$ cat config.mk
export PLATFORM = sky130hd
export DESIGN_NAME = rot_unit
export DESIGN_NICKNAME = d
export VERILOG_FILES = /design/src/rot_pkg.sv /design/src/rot_unit.sv
export SDC_FILE = /design/constraint.sdc
export NUM_CORES = 1
export LEC_CHECK = 0
export ABC_AREA = 1
export ABC_CLOCK_PERIOD_IN_PS = 1100
export BUFFER_PORTS_ARGS = -buffer_cell sky130_fd_sc_hd__buf_2
export CORE_MARGIN = 10
export CORE_UTILIZATION = 45
export CTS_BUF_LIST = sky130_fd_sc_hd__clkbuf_2
export DETAILED_ROUTE_END_ITERATION = 8
export PLACE_DENSITY = 0.71
export SETUP_SLACK_MARGIN = 0.3
export SYNTH_ARGS = -nofsm -noshare
export SYNTH_HDL_FRONTEND = slang
export SYNTH_SLANG_ARGS = --single-unit
$ cat constraint.sdc
create_clock -name clk -period 1.1 [get_ports clk]
set_input_delay 0.22 -clock clk [delete_from_list [all_inputs] [get_ports clk]]
set_output_delay 0.22 -clock clk [all_outputs]
set_load 0.01 [all_outputs]
$ cat src/rot_pkg.sv
// package of opcodes and reset values for the rotate unit
package rot_pkg;

  // rotate operations presented by the decoder
  typedef enum logic [2:0] {
    ROT_NONE,
    ROT_LC_MEM,
    ROT_LC_WORK,
    ROT_R_MEM,
    ROT_R_WORK,
    ROT_RC_MEM,
    ROT_RC_WORK,
    ROT_L_MEM
  } rot_op_e;

  localparam int unsigned ROT_WIDTH = 8;
  localparam int unsigned ROT_MSB   = 7;
  localparam int unsigned ROT_LSB   = 0;
  localparam logic [7:0]  ROT_WORK_RST  = 8'h00;
  localparam logic        ROT_CARRY_RST = 1'b0;
  localparam logic [7:0]  ROT_DATA_RST  = 8'h00;

endpackage : rot_pkg

$ cat src/rot_unit.sv
// rotate datapath: memory byte rotations to memory or working register
//
// Operation
// - left carry rotate to memory: old carry to bit 0, bit 7 to carry.
// - left carry rotate to working register does so and leaves memory.
// - plain right rotate to memory moves bit 0 into bit 7, flags kept.
// - plain right rotate to working register, bit 0 to bit 7, flags kept.
// - right carry rotate to memory: old carry to bit 7, bit 0 to carry.
// - right carry rotate to working register does so with no memory write.
// - plain left rotate to memory moves bit 7 into bit 0, flags kept.
module rot_unit (
  // clock, reset, enable
  input  wire logic           clk,
  input  wire logic           rst_b,
  input  wire logic           clk_en,
  // decoder request
  input  wire rot_pkg::rot_op_e op,
  input  wire logic           op_valid,
  // memory read data
  input  wire logic [7:0]     mem_rdata,
  // memory write port
  output logic                mem_we,
  output logic [7:0]          mem_wdata,
  // working register and carry
  output logic [7:0]          working_register,
  output logic                carry
);

  logic [7:0] mem_wdata_r, mem_wdata_nxt;
  logic       mem_we_r, mem_we_nxt;
  logic [7:0] work_r, work_nxt;
  logic       carry_r, carry_nxt;
  logic [7:0] res;
  logic       to_mem;
  logic       to_work;
  logic       upd_c;
  logic       c_new;

  // rotated value, destination and carry for the current operation
  always_comb begin
    res     = mem_rdata;
    to_mem  = 1'b0;
    to_work = 1'b0;
    upd_c   = 1'b0;
    c_new   = carry_r;
    case (op)
      rot_pkg::ROT_LC_MEM, rot_pkg::ROT_LC_WORK: begin
        res     = {mem_rdata[6:0], carry_r};
        c_new   = mem_rdata[rot_pkg::ROT_MSB];
        upd_c   = 1'b1;
        to_mem  = (op == rot_pkg::ROT_LC_MEM);
        to_work = (op == rot_pkg::ROT_LC_WORK);
      end
      rot_pkg::ROT_R_MEM, rot_pkg::ROT_R_WORK: begin
        res     = {mem_rdata[0], mem_rdata[7:1]};
        to_mem  = (op == rot_pkg::ROT_R_MEM);
        to_work = (op == rot_pkg::ROT_R_WORK);
      end
      rot_pkg::ROT_RC_MEM, rot_pkg::ROT_RC_WORK: begin
        res     = {carry_r, mem_rdata[7:1]};
        c_new   = mem_rdata[rot_pkg::ROT_LSB];
        upd_c   = 1'b1;
        to_mem  = (op == rot_pkg::ROT_RC_MEM);
        to_work = (op == rot_pkg::ROT_RC_WORK);
      end
      rot_pkg::ROT_L_MEM: begin
        res    = {mem_rdata[6:0], mem_rdata[7]};
        to_mem = 1'b1;
      end
      default: begin
        res = mem_rdata;
      end
    endcase
  end

  // next state: everything commits together at the cycle end
  // carry is read from the register, so a carry op feeds the next op
  // directly; the write strobe drops after the next enabled cycle without a memory op
  always_comb begin
    mem_we_nxt    = 1'b0;
    mem_wdata_nxt = mem_wdata_r;
    work_nxt      = work_r;
    carry_nxt     = carry_r;
    if (op_valid) begin
      mem_we_nxt = to_mem;
      if (to_mem) begin
        mem_wdata_nxt = res;
      end
      if (to_work) begin
        work_nxt = res;
      end
      if (upd_c) begin
        carry_nxt = c_new;
      end
    end
  end

  // state registers
  always_ff @(posedge clk or negedge rst_b) begin
    if (!rst_b) begin
      mem_we_r    <= 1'b0;
      mem_wdata_r <= rot_pkg::ROT_DATA_RST;
      work_r      <= rot_pkg::ROT_WORK_RST;
      carry_r     <= rot_pkg::ROT_CARRY_RST;
    end else if (clk_en) begin
      mem_we_r    <= mem_we_nxt;
      mem_wdata_r <= mem_wdata_nxt;
      work_r      <= work_nxt;
      carry_r     <= carry_nxt;
    end
  end

  // outputs straight from flip-flops
  assign mem_we           = mem_we_r;
  assign mem_wdata        = mem_wdata_r;
  assign working_register = work_r;
  assign carry            = carry_r;
endmodule // rot_unit

* Word level (Yosys, flattened, before mapping)
Index checks and enable logic that the tools add are counted.
Storage, ports and cells: bits in registers 18
Cells by class: eq/ne operators 7, mux-type cells 6, reduce and logical (&&, ||, !) cells 8
Operators by type and width (count):
- 8-bit one-hot mux with 4 select lines | 1
- 3-bit equality test (second input constant) | 4
- 3-bit by 2-bit equality test with 1-bit output (second input constant) | 2
- 3-bit AND reduction | 2
- 2-bit OR reduction | 3
- 1-bit one-hot mux with 4 select lines | 1
- 4-bit AND reduction | 1
- 4-bit OR reduction | 1
- 3-bit by 1-bit equality test with 1-bit output (second input constant) | 1
- 1-bit one-hot mux with 3 select lines | 1
- 1-bit two-way mux | 2
- 1-bit one-hot mux with 2 select lines | 1
- 2-bit nonzero test | 1

* Depth between registers and ports, before layout
depth after elaboration 4, mapped depth 8, depth with buffers taken out 8

* Worst setup path before layout
OpenSTA, ideal clock, no wires.
path type input port to flip-flop, start point input clk_en, end point register work_r[0] (netlist: working_register[0]), library setup time 117 ps, data arrival time 886 ps, required time 983 ps, slack 96 ps, stages on the path 5, path buffers 0, cells stage by stage nand2_1 > nor3_4 > inv_1 > nand2_1 > nand2_1
On the way: cells in the longest elaborated chain, start to end 1
Ends and longest elaborated chain:
- start: declaration | RTL line rot_unit.sv:15 | input wire logic clk_en,
- 3-bit AND reduction (no line)
- end signal: assignment | RTL line rot_unit.sv:103 | work_r <= rot_pkg::ROT_WORK_RST;
- end signal: assignment | RTL line rot_unit.sv:108 | work_r <= work_nxt;
- end: declaration | RTL line rot_unit.sv:31 | logic [7:0] work_r, work_nxt;
No other way between the ends. A chain may end at the register's enable or synchronous reset.

* Worst setup path after layout
start point register mem_wdata_r[3] (netlist: mem_wdata[3]), end point output mem_wdata[3]
RTL lines:
- start: declaration | RTL line rot_unit.sv:29 | logic [7:0] mem_wdata_r, mem_wdata_nxt;
- start signal: assignment | RTL line rot_unit.sv:102 | mem_wdata_r <= rot_pkg::ROT_DATA_RST;
- start signal: assignment | RTL line rot_unit.sv:107 | mem_wdata_r <= mem_wdata_nxt;
- end: declaration | RTL line rot_unit.sv:23 | output logic [7:0] mem_wdata,
No word-level cell between the ends.

==> flow_metrics.tcl <==
set metrics [dict create \
    hold_viol 0 \
    cts-root-buf "clkbuf_2" \
    final_area_mm2 0.001597 \
    drc 0 \
    dp_hpwl_um 2224 \
    start_util 0.4712 \
    grt_pass1_vias 1095 \
    synth_top_area_share 0.4322 \
    min_path_type "in -> reg" \
    crit_type "reg -> out" \
    post-route-min-period_ns 1.103 \
    rsz0062_at_grt "yes" \
    p_total_mw 2.043 \
    finalWorstSetupSlack_ns -0.002942 \
    ys_warn_count 0 \
    max-vdd-ir-drop_mv 1.178 \
    drt-vias-per-instance 4.893 \
    fin_skew_ns 0.0009696 \
    max_freq_mhz 906.7 \
    grt-ovfl-total 0 \
    ys_types 15 \
    synth_nets 153 \
    drv_cap 0 \
    netlist_area_mm2 0.001042 \
    cts_tree "done" \
    clock_latency_ns 0.29 \
    path_cells "buf_6" \
    syn_avg_cell_area_um2 7.553 \
    cp_slowest_cell "dfrtp_1" \
    die_x_um 68.13 \
    drt_pass1_iterations 4 \
    antenna_found_initial 0 \
    dr.first_iter.drc_count 46 \
    cp.arrival_ns 0.88 \
    yosysSeqAreaShare 0.4322 \
    layout.nets 212 \
    clock_sinks 18 \
    crit_buf_inv 1 \
    finalSetupViolations 3 \
    rows 17 \
    synthFlopType "dfrtp_1" \
    async_flop_share 1.000 \
    synth_area_leaders "dfrtp_1, nand2_1, nand3_2" \
    grt.total_usage 0.1297 \
    p_per_area_mw_per_mm2 1279 \
    portBuffers 32 \
    wire_per_inst_um 13.33 \
    clockBufferDepth 2 \
    fin_util 0.7217 \
    cts.clk_slew.worst_paths_ns 0.18 \
    core_mm2 0.002212 \
    ys_ff_latch 18 \
    slew_viol_final 0 \
    synth_top_cell_by_area "dfrtp_1" \
    critical_path.top_delay_family "flip-flops" \
    cpPeakStageDelay_ns 0.44 \
    die_area_mm2 0.004641 \
    numCtsBuffers 3 \
    netlist_top_cells_count "nand2_1, dfrtp_1, nand2_2, nand3_2, inv_1" \
    status "finished with violations" \
    path_max_fanout 2 \
    crit_path_end_kind "primary output" \
    vias 1096 \
    netlist_instances 138 \
    timing.slew.headroom 0.7230 \
    place_area_mm2 0.001300 \
    violations "setup timing" \
    leakagePower_nw 0.8711 \
    tns_ns -0.006147 \
    ant_nets 0 \
    synth-edff-count 0 \
    routed_wl_um 2985 \
    die_height_um 68.13 \
    grt_max_degree 19 \
    worstPathRequired_ns 0.88 \
    worst_pin_slew_ns 0.4155 \
    n_antenna_cell 0 \
    area.growth.synth_to_final_pct 53.18 \
    grt_pass1_wl_um 4685 \
    yosysMostFrequentCell "nand2_1" \
    ios 33 \
    drive_above_1_share 0.5459 \
    gp_congestion 0.7991 \
    htree_levels 1 \
    worst_setup_path_start_kind "flip-flop" \
    post-route-period-util 1.003 \
    pre_cts_ws_ns -0.06062 \
]
-- flip-flops by register name, summed over array words and instances (netlist names) --
name,flops
mem_we,1
carry,1
mem_wdata,8
working_register,8
-- worst paths after layout --
kind,cells after the start,slack (ns),from,to
max,1,-0.003,mem_wdata[3],mem_wdata[3]
min,2,0.18,clk_en,mem_we
max reg2reg,7,0.07,carry,working_register[7]
min reg2reg,2,0.49,working_register[0],working_register[0]
max in group asynchronous,2,0.44,rst_b,working_register[0]
min in group asynchronous,2,0.35,rst_b,working_register[4]
-- placed cells by master, fill, tap and decap left out, drive strengths merged, types with 2 or more instances in the layout --
master / instances
nand4: 2
clkbuf: 3
o21ai: 4
nand2: 84
dfrtp: 18
nand3: 12
buf: 53
nor2: 6
inv: 9
-- routing by layer --
metal  wire length (um)  vias to the layer above  global-route usage
met5                  0                        -                   0
met4                  9                        0             0.03015
met3                175                        2             0.04241
met2               1642                       28              0.2372
met1               1159                      515              0.1411
li1                   -                      551                   -
-- stage by stage --
step                      cells  hold WS [ns]
after floorplan             138      -0.07559
after global placement      203        0.1627
after detailed placement    203        0.1729
after CTS                   216        0.1931
after global routing        224        0.1567
final                       224        0.1775
-- kinds of logic (layout without fill, tap and decap cells) --
group,Yosys count,after routing,synth area share
simple gates,105,105,0.5078
buf+inv,10,68,0.03602
flops,18,18,0.4322
compound gates,5,5,0.02401
-- layout make-up --
cell class | count | area, um2
clock buffer | 3 | 15.01
clock inverter | 1 | 3.754
fill | 177 | 615.6
inverter | 10 | 46.29
multi-input combinational | 110 | 643.1
sequential | 18 | 450.4
tap | 28 | 35.03
timing repair buffer | 54 | 402.9
-- report_power, final --
part / switching (mW) / internal [mW]
Combinational: 0.437 / 0.453
Sequential: 0.0783 / 0.789
Clock: 0.207 / 0.0790
-- repair_timing --
item / CTS / global route
hold buffers: 1 / 0
pin swaps: 6 / 19
hold endpoints to repair: 18 / 0
setup endpoints to repair: 28 / 36
resized for setup: 6 / 39
buffers inserted: 8 / 8
No activity file was read; power rests on OpenSTA's default activity.
